<file path="src/hw/cslr_pkg.sv">
// package for the communication switch configuration loader
`default_nettype none

package cslr_pkg;

    // ==========================================================
    // register map (byte offsets)
    localparam logic [4:0] OFF_STATUS  = 5'h00;
    localparam logic [4:0] OFF_CONFIG  = 5'h04;
    localparam logic [4:0] OFF_LIVE    = 5'h08;
    localparam logic [4:0] OFF_CONTROL = 5'h0C;
    localparam logic [4:0] OFF_BYTES   = 5'h10;

    // status bit positions
    localparam int ST_LOADED_BIT = 0;
    localparam int ST_ERROR_BIT  = 1;
    localparam int ST_LENBAD_BIT = 2;
    localparam int ST_ADRBAD_BIT = 3;
    localparam int ST_ENABLE_BIT = 4;
    // config field positions
    localparam int CF_ADDR_LSB   = 0;
    localparam int CF_LEN_LSB    = 8;
    localparam int CF_OPT_LSB    = 12;
    // control reset value
    localparam logic CTRL_ALLOW_RST = 1'h1;

    // ==========================================================
    // frame length codes {pin2, pin1} and their byte counts
    localparam logic [1:0] LEN_16   = 2'h0;
    localparam logic [1:0] LEN_32   = 2'h1;
    localparam logic [1:0] LEN_48   = 2'h2;
    localparam logic [1:0] LEN_RSVD = 2'h3;
    localparam logic [5:0] BYTES_16 = 6'h10;
    localparam logic [5:0] BYTES_32 = 6'h20;
    localparam logic [5:0] BYTES_48 = 6'h30;
    localparam logic [5:0] BYTES_NONE = 6'h00;

    // usable station address window
    localparam logic [7:0] ADDR_MIN = 8'h03;
    localparam logic [7:0] ADDR_MAX = 8'hEF;

    // settle count after reset; the switches are captured 10 cycles after reset ends
    localparam logic [3:0] SETTLE_CYCLES = 4'h8;

    // ==========================================================
    typedef struct packed {
        logic [3:0] opt;
        logic [3:0] hi;
        logic [3:0] lo;
    } cslr_sw_t;

    typedef struct packed {
        logic [3:0] opt;
        logic [1:0] len;
        logic [7:0] addr;
        logic       len_bad;
        logic       addr_bad;
    } cslr_cfg_t;

    typedef enum logic [1:0] {ST_SETTLE, ST_LOAD, ST_RUN} cslr_state_t;

    function automatic logic [5:0] len_bytes(input logic [1:0] code);
        unique case (code)
            LEN_16:  len_bytes = BYTES_16;
            LEN_32:  len_bytes = BYTES_32;
            LEN_48:  len_bytes = BYTES_48;
            default: len_bytes = BYTES_NONE;
        endcase
    endfunction : len_bytes

    function automatic logic addr_usable(input logic [7:0] a);
        addr_usable = (a >= ADDR_MIN) && (a <= ADDR_MAX);
    endfunction : addr_usable

endpackage : cslr_pkg

`default_nettype wire

</file>
<file path="src/hw/cslr_sync.sv">
// two-stage synchroniser for the switch pins
`default_nettype none

module cslr_sync
#(
    parameter int W = 12
)
(
    // clock and reset
    input  wire logic         clock,
    input  wire logic         resetn,
    // pins and synchronised copy
    input  wire logic [W-1:0] pin_in,
    output logic      [W-1:0] sync_out
);

    logic [W-1:0] meta_q;

    always_ff @(posedge clock)
    begin
        if (!resetn)
        begin
            meta_q   <= '0;
            sync_out <= '0;
        end
        else
        begin
            meta_q   <= pin_in;
            sync_out <= meta_q;
        end
    end

endmodule : cslr_sync

`default_nettype wire

</file>
<file path="src/hw/cslr_decode.sv">
// decodes raw switch settings into frame length and station address
`default_nettype none

module cslr_decode
(
    // raw switch settings
    input  wire cslr_pkg::cslr_sw_t  sw,
    // decoded configuration
    output cslr_pkg::cslr_cfg_t      cfg
);

    // {pin2, pin1}: pin1 on gives 32, pin2 on gives 48
    wire logic [1:0] len_code = {sw.opt[1], sw.opt[0]};     // see RQ1
    // high rotary is the upper digit
    wire logic [7:0] addr     = {sw.hi, sw.lo};             // see RQ5

    assign cfg.opt      = sw.opt;
    assign cfg.len      = len_code;
    assign cfg.addr     = addr;
    assign cfg.len_bad  = (len_code == cslr_pkg::LEN_RSVD); // see RQ1
    assign cfg.addr_bad = !cslr_pkg::addr_usable(addr);     // see RQ6

endmodule : cslr_decode

`default_nettype wire

</file>
<file path="src/hw/cslr_loader.sv">
// configuration loader top: captures switches once, reports over avalon
// Functional notes
// RQ1 - option pins 1,2: off/off 16, pin1 32, pin2 48, both reserved
// RQ2 - master using standard profile needs frame length 32 or 48
// RQ3 - master using legacy profile needs frame length 16 or 32
// RQ4 - switches sampled only at power-up; later changes ignored
// RQ5 - address is high rotary digit then low rotary digit
// RQ6 - addresses 00-02 and F0-FF are disabled; 03-EF usable
// RQ7 - option pins 3 and 4 are reserved, left as delivered
// RQ8 - reserved length or disabled address flags error, comm stays off
//
// The Avalon-MM register port and the address map were left to the implementer.
`default_nettype none

module cslr_loader
(
    // clock and reset
    input  wire logic        clock,
    input  wire logic        resetn,
    // board switches
    input  wire logic [3:0]  comm_option_switch,
    input  wire logic [3:0]  address_high_rotary,
    input  wire logic [3:0]  address_low_rotary,
    // avalon-mm slave
    input  wire logic [4:0]  avs_address,
    input  wire logic        avs_read,
    input  wire logic        avs_write,
    input  wire logic [31:0] avs_writedata,
    input  wire logic [3:0]  avs_byteenable,
    output logic      [31:0] avs_readdata,
    output logic             avs_waitrequest,
    // to the communication stack
    output logic             config_valid,
    output logic             config_error,
    output logic             comm_enable,
    output logic [1:0]       frame_len_code,
    output logic [5:0]       frame_bytes,
    output logic [7:0]       station_addr
);

    // ==========================================================
    // synchronised switches and their decode
    cslr_pkg::cslr_sw_t  sw_raw;
    cslr_pkg::cslr_sw_t  sw_s;
    cslr_pkg::cslr_cfg_t cfg_live;

    assign sw_raw.opt = comm_option_switch;
    assign sw_raw.hi  = address_high_rotary;
    assign sw_raw.lo  = address_low_rotary;

    cslr_sync #(.W(12)) u_sync
    (
        .clock    (clock),
        .resetn   (resetn),
        .pin_in   (sw_raw),
        .sync_out (sw_s)
    );

    cslr_decode u_decode
    (
        .sw  (sw_s),
        .cfg (cfg_live)
    );

    // ==========================================================
    // power-up capture sequence
    cslr_pkg::cslr_state_t state_q;
    cslr_pkg::cslr_state_t state_d;
    logic [3:0]            cnt_q;
    logic [3:0]            cnt_d;
    cslr_pkg::cslr_cfg_t   cfg_q;
    logic                  loaded_q;
    logic                  error_q;
    logic                  enable_q;
    logic [5:0]            bytes_q;
    logic                  allow_q;

    wire logic settle_done = (cnt_q == cslr_pkg::SETTLE_CYCLES);
    wire logic do_load     = (state_q == cslr_pkg::ST_LOAD);
    wire logic cfg_error   = cfg_q.len_bad || cfg_q.addr_bad;

    always_comb
    begin
        state_d = state_q;
        cnt_d   = cnt_q;
        unique case (state_q)
            cslr_pkg::ST_SETTLE:
            begin
                cnt_d = cnt_q + 4'h1;
                if (settle_done)
                    state_d = cslr_pkg::ST_LOAD;
            end
            cslr_pkg::ST_LOAD:
                state_d = cslr_pkg::ST_RUN;
            // only a reset leaves the run state
            cslr_pkg::ST_RUN:
                state_d = cslr_pkg::ST_RUN;                 // see RQ4
        endcase
    end

    always_ff @(posedge clock)
    begin
        if (!resetn)
        begin
            state_q <= cslr_pkg::ST_SETTLE;
            cnt_q   <= 4'h0;
        end
        else
        begin
            state_q <= state_d;
            cnt_q   <= cnt_d;
        end
    end

    // capture once; nothing reloads until the next reset
    always_ff @(posedge clock)
    begin
        if (!resetn)
            cfg_q <= '0;
        else if (do_load)
            cfg_q <= cfg_live;                              // see RQ4
    end

    always_ff @(posedge clock)
    begin
        if (!resetn)
        begin
            loaded_q <= 1'b0;
            bytes_q  <= cslr_pkg::BYTES_NONE;
        end
        else if (do_load)
        begin
            loaded_q <= 1'b1;
            bytes_q  <= cslr_pkg::len_bytes(cfg_live.len);  // see RQ1
        end
    end

    // error follows the captured setting; enable also needs the control allow bit
    always_ff @(posedge clock)
    begin
        if (!resetn)
        begin
            error_q  <= 1'b0;
            enable_q <= 1'b0;
        end
        else
        begin
            error_q  <= loaded_q && cfg_error;              // see RQ8
            enable_q <= loaded_q && !cfg_error && allow_q;  // see RQ8
        end
    end

    // ==========================================================
    // avalon slave: one wait cycle, then answer
    logic        wait_q;
    logic [31:0] rdata_q;

    wire logic        req     = avs_read || avs_write;
    wire logic        accept  = req && wait_q;
    wire logic [4:0]  word    = {avs_address[4:2], 2'b00};
    wire logic        wr_done = avs_write && !wait_q;
    wire logic        wr_ctrl = wr_done && (word == cslr_pkg::OFF_CONTROL)
                                && avs_byteenable[0];

    wire logic [31:0] st_word = {27'h0, enable_q, cfg_q.addr_bad,
                                 cfg_q.len_bad, error_q, loaded_q};
    wire logic [31:0] cf_word = {16'h0, cfg_q.opt, 2'b00, cfg_q.len,
                                 cfg_q.addr};
    wire logic [31:0] lv_word = {20'h0, sw_s};
    wire logic [31:0] ct_word = {31'h0, allow_q};
    wire logic [31:0] by_word = {26'h0, bytes_q};

    logic [31:0] rd_mux;
    always_comb
    begin
        unique case (word)
            cslr_pkg::OFF_STATUS:  rd_mux = st_word;
            cslr_pkg::OFF_CONFIG:  rd_mux = cf_word;
            cslr_pkg::OFF_LIVE:    rd_mux = lv_word;
            cslr_pkg::OFF_CONTROL: rd_mux = ct_word;
            cslr_pkg::OFF_BYTES:   rd_mux = by_word;
            default:               rd_mux = 32'h0;
        endcase
    end

    always_ff @(posedge clock)
    begin
        if (!resetn)
        begin
            wait_q  <= 1'b1;
            rdata_q <= 32'h0;
        end
        else
        begin
            wait_q  <= !accept;
            rdata_q <= (accept && avs_read) ? rd_mux : 32'h0;
        end
    end

    always_ff @(posedge clock)
    begin
        if (!resetn)
            allow_q <= cslr_pkg::CTRL_ALLOW_RST;
        else if (wr_ctrl)
            allow_q <= avs_writedata[0];
    end

    // ==========================================================
    // outputs
    assign avs_readdata    = rdata_q;
    assign avs_waitrequest = wait_q;
    assign config_valid    = loaded_q;
    assign config_error    = error_q;
    assign comm_enable     = enable_q;
    assign frame_len_code  = cfg_q.len;
    assign frame_bytes     = bytes_q;
    assign station_addr    = cfg_q.addr;
endmodule : cslr_loader

`default_nettype wire

</file>
<file path="config.mk">
export PLATFORM = sky130hd
export DESIGN_NAME = cslr_loader
export DESIGN_NICKNAME = d
export VERILOG_FILES = /design/src/hw/cslr_pkg.sv /design/src/hw/cslr_sync.sv /design/src/hw/cslr_decode.sv /design/src/hw/cslr_loader.sv
export SDC_FILE = /design/constraint.sdc
export NUM_CORES = 1
export LEC_CHECK = 0
export ABC_AREA = 1
export CAP_MARGIN = 40
export CORE_MARGIN = 1.5
export CORE_UTILIZATION = 49
export CTS_CLUSTER_DIAMETER = 40
export DETAILED_ROUTE_END_ITERATION = 10
export DONT_BUFFER_PORTS = 1
export GPL_TIMING_DRIVEN = 0
export PLACE_DENSITY_LB_ADDON = 0.2
export SYNTH_ARGS = -nofsm -noshare
export SYNTH_HDL_FRONTEND = slang
export SYNTH_HIERARCHICAL = 1
export SYNTH_SLANG_ARGS = --single-unit
</file>
<file path="constraint.sdc">
create_clock -name clock -period 1.7 [get_ports clock]
set_input_delay 0.255 -clock clock [delete_from_list [all_inputs] [get_ports clock]]
set_output_delay 0.255 -clock clock [all_outputs]
set_load 0.005 [all_outputs]
</file>
### Word-level counts from Yosys, hierarchy flattened

Cells that the tools add are included.

| word-level totals | value |
|---|---|
| word-level logic and storage cells | 54 |
| latch bits | 0 |
| bits in registers | 89 |
| memory bits (writable) | 0 |
| memories kept | 0 |
| output and inout port bits | 52 |
| input bits | 57 |
| bits in read-only memories | 0 |

| cells by class | value |
|---|---|
| $mul | 0 |
| bitwise logic cells | 0 |
| multiplexer cells | 4 |
| reduce and logical (&&, ||, !) cells | 20 |
| equal/unequal tests | 11 |
| $add $sub $neg | 1 |
| divide/modulo/power cells | 0 |
| shift operators | 0 |
| order comparisons | 2 |

Operator list:

| kind | count |
|---|---|
| $pmux W16 S5 | 1 |
| $pmux W6 S3 | 1 |
| $logic_and A1 B1 Y1 | 9 |
| $ge A8 B2 Y1 const B | 1 |
| $le A8 B8 Y1 const B | 1 |
| $eq A2 B2 Y1 const B | 3 |
| $eq A3 B2 Y1 const B | 2 |
| $logic_not A5 Y1 | 1 |
| $add A4 B1 Y4 const B | 1 |
| $eq A2 B1 Y1 const B | 2 |
| $eq A4 B4 Y1 const B | 1 |
| $logic_not A1 Y1 | 4 |
| $logic_not A2 Y1 | 2 |
| $pmux W2 S2 | 1 |
| $eq A3 B1 Y1 const B | 1 |
| $eq A3 B3 Y1 const B | 1 |
| $logic_or A1 B1 Y1 | 2 |
| $mux W2 | 1 |
| $ne A2 B2 Y1 const B | 1 |
| $reduce_and A2 Y1 | 1 |
| $reduce_or A2 Y1 | 1 |

### Depth between registers and ports, before layout

| logic depth | value |
|---|---|
| word-level depth | 4 |
| mapped depth | 7 |
| mapped depth without buffers | 7 |

### Hierarchy

The synthesis kept the hierarchy.

By module, submodules not included:

| module | times used | cells each | sequential area each (um^2) | area each (um^2) |
|---|---|---|---|---|
| cslr_loader | 1 | 261 | 900.9 | 2020.7 |
| cslr_sync | 1 | 74 | 480.5 | 683.2 |
| cslr_decode | 1 | 24 | 0.0 | 150.1 |

### Worst setup path before layout

No wires, ideal clock.

| path | value |
|---|---|
| path type | register to register |
| from | register state_q[1] |
| to | register cfg_q, in the netlist cf_word[12] |
| arrival | 1.014 ns |
| library setup time | 0.133 ns |
| path buffers | 1 |
| data required time | 1.567 ns |
| clock period less this slack | 1.147 ns |
| setup slack | 0.553 ns |
| cell stages (with the launch flop) | 6 |
| cell sequence | dfxtp_1 > inv_1 > ha_1 > inv_1 > clkbuf_1 > a21oi_1 |

| between the ends | value |
|---|---|
| cells in the longest elaborated chain, start to end | 1 |

Ends and longest elaborated chain:

| element | line | source |
|---|---|---|
| from (decl) | cslr_loader.sv:67 | `cslr_pkg::cslr_state_t state_q;` |
| from (signal assigned) | cslr_loader.sv:105 | `state_q <= cslr_pkg::ST_SETTLE;` |
| from (signal assigned) | cslr_loader.sv:110 | `state_q <= state_d;` |
| $eq A2 B1 Y1 | cslr_loader.sv:79 | `wire logic do_load = (state_q == cslr_pkg::ST_LOAD);` |
| to (signal assigned) | cslr_loader.sv:121 | `cfg_q <= cfg_live;` |
| to (decl) | cslr_loader.sv:71 | `cslr_pkg::cslr_cfg_t cfg_q;` |

Every way passes these cells.
A chain may end at the register's enable or synchronous reset.

### Final worst setup path

| path | value |
|---|---|
| from | register state_q[1] |
| to | register cfg_q, in the netlist station_addr[6] |

The elaborated chain is that of the path after synthesis.

==> out/metrics.cfg <==
[status]
status = complete, no violations

[final_layout]
final_core_util_pct = 60.4
syn_to_final_growth_pct = 18.1
fin_cells = 479
drive_gt1_share_pct = 18.4
final_nets = 465
antennaDiodeCount = 0
fin_area_um2 = 3370

[critical_path]
worst-r2r-cell-count = 6
r2r-start = state_q[1]
r2r_setup_slack_ps = 200
critPathKind = flip-flop to flip-flop
crit_required_ps = 1990
worstPathArrival_ps = 1790
r2r-end = station_addr[6]
cp_max_fo = 10
start_kind = flip-flop
cp-end-kind = flip-flop

[clock_tree]
cts_sinks = 69
htree_levels = 3
cts-root-buf = clkbuf_8
numCtsBuffers = 9
cts.reportedPaths.clkPinSlew_ps = 80
clk_path_buf_depth = 2
cts_tree = yes
worstSkewPairLatency_ps = 350

[synthesis]
synth-seq-area-share_pct = 48.4
syn_inst = 359
netlist.area_leader.share_pct = 48.4
synth_ff_type = dfxtp_1
async_reset_ff_share_pct = 0
synth_edf_count = 0
synth_area_leaders = dfxtp_1 (48%), buf_4 (12%), nand2_1 (7.9%)
syn_area_um2 = 2850
avgSynthCellArea_um2 = 7.95
synth_cell_types = 22
synth_top_area_cell = dfxtp_1
ys_warn_count = 6
synth_seq_cells = 69

[sta]
rsz0062_at_grt = false
min_period_ps = 1500
fin_hold_ws_ps = 28.0
maxSlewViolCount = 0
hold_violations = 0
setup-violations-final = 0
max_slew.worst_pin.slew_ps = 520
setup_tns_ps = 0
fmax_mhz = 666
final.period_utilization_pct = 88.3
fin_skew_ps = 8.54
relSlewSlack_pct = 65.3

[place]
placed_area_um2 = 3020
post-place-cells = 450
post-dp-hpwl_um = 3850
io_buffers = 0
place_congestion = 0.877

[detailed_routing]
via_count = 2144
drc = 0
drt_first_pass_iters = 4
ant_nets = 0
wirelength_um = 5400
drt_iter0_drc = 137
vias_per_cell = 4.48
wl_per_cell_um = 11.3

[global_routing]
grt_start_max_net_pins = 13
grt_pass1_vias = 1900
grt_pass1_wl_um = 8490
grt.total_usage_pct = 18.2
grt_overflow_total = 0
antenna_found_initial = 0

[min_path]
worstHoldPathType = input port to flip-flop
hold_path_depth = 1
hold_path_end = avs_waitrequest
min_from = avs_read

[flow_run]
max_cap_viol_count = 0

[power]
power.density_nw_per_um2 = 1300
leakage_nw = 1.74
max-vdd-ir-drop_mv = 0.759

[floorplan]
rows = 27
die_x_um = 79.3
die_h_um = 79.3
io_pins = 109
dieArea_um2 = 6290
floorplan.initialDensity_pct = 51.2
core_region_area_um2 = 5570

-- critical path, cell delays in order, from the launching register on --
cell      delay [ps]
dfxtp_1          330
inv_1             60
ha_1             300
inv_1            120
clkbuf_1         420
nor2_1           100
nor2_1           120
-- state kept, by name, summed over array words and instances (netlist names), 2 cells and up --
| signal | count |
|---|---|
| avs_readdata | 16 |
| cfg_q | 2 |
| cf_word | 4 |
| u_sync/meta_q | 12 |
| u_sync/sync_out | 12 |
| station_addr | 8 |
| cnt_q | 4 |
| state_q | 2 |
| frame_len_code | 2 |
| frame_bytes | 2 |
-- per-stage QoR --
stage | power [mW] | setup slack [ps]
floorplan | 2.70 | 553
global placement | 2.88 | 280
detailed placement | 2.91 | 234
CTS | 4.40 | 205
global route | 4.62 | 118
finish | 4.37 | 199
-- synthesized netlist by cell type, types with 2 or more instances --
cell type,count
inv_2,4
nor2_1,44
nand3_1,16
dfxtp_1,69
nor3_1,6
clkbuf_1,5
ha_1,6
inv_1,45
buf_2,2
a21oi_1,13
nand4_1,13
buf_6,3
buf_4,46
nand2_1,60
o21ai_0,20
-- layout make-up --
class	instances	area [um^2]
Multi-Input combinational cell	204	952
Buffer	56	408
Inverter	49	184
Timing Repair Buffer	13	130
Clock inverter	6	86.3
Fill cell	531	2200
Tap cell	72	90.1
Sequential cell	69	1380
Clock buffer	10	138
-- repair_timing --
action	in CTS	in global routing
setup buffers	0	0
gates resized for setup	0	0
hold buffers	13	0
endpoints found under the hold margin	15	0
-- metal layers --
metal  up-vias  share of wire, %  wire (um)  track usage, %
li1       1142                 -          -               -
met1       936                44       2380            20.4
met2        57                48       2620            30.7
met3         9               5.7        309            6.67
met4         0               1.8         95            8.42
met5         -                 0          0               0
-- cells in the final DEF (no fill, tap or decap), drive strengths merged --
cell type / n
nand3: 16
nand2: 60
bufinv: 2
nor2: 45
and3: 1
buf: 51
dlygate4sd3: 13
nand4: 13
conb: 20
o21ai: 21
clkinvlp: 1
o211ai: 1
clkbuf: 15
nor3: 8
a21oi: 13
ha: 6
inv: 49
clkinv: 3
dfxtp: 69
-- kinds of logic after synthesis --
logic type	Yosys count	synth area share [%]
AO/OA/AOI/OAI	35	6.36
buffers and inverters	105	20.7
flip-flops	69	48.4
adder cells (fa/ha/maj)	6	2.63
other	1	0.131
AND/OR/NAND/NOR	143	21.7
-- where the power goes --
part           internal [mW]  switching [mW]
sequential              1.86           0.176
combinational          0.381           0.482
clock                  0.862           0.610
total                   3.10            1.27
-- worst max-delay path by stage --
| stage | start | end | slack [ps] | cells after the start |
|---|---|---|---|---|
| 6_report | state_q[1] | station_addr[6] | 200 | 6 |
| 2_1_floorplan | state_q[1] | cf_word[12] | 550 | 5 |
| 4_1_cts | state_q[1] | station_addr[6] | 210 | 6 |
| 3_3_place_gp | state_q[1] | cf_word[15] | 280 | 5 |
| 3_5_place_dp | state_q[1] | station_addr[6] | 230 | 6 |
| 5_1_grt | state_q[1] | station_addr[4] | 120 | 6 |
Power figures use the tool's default switching activity.
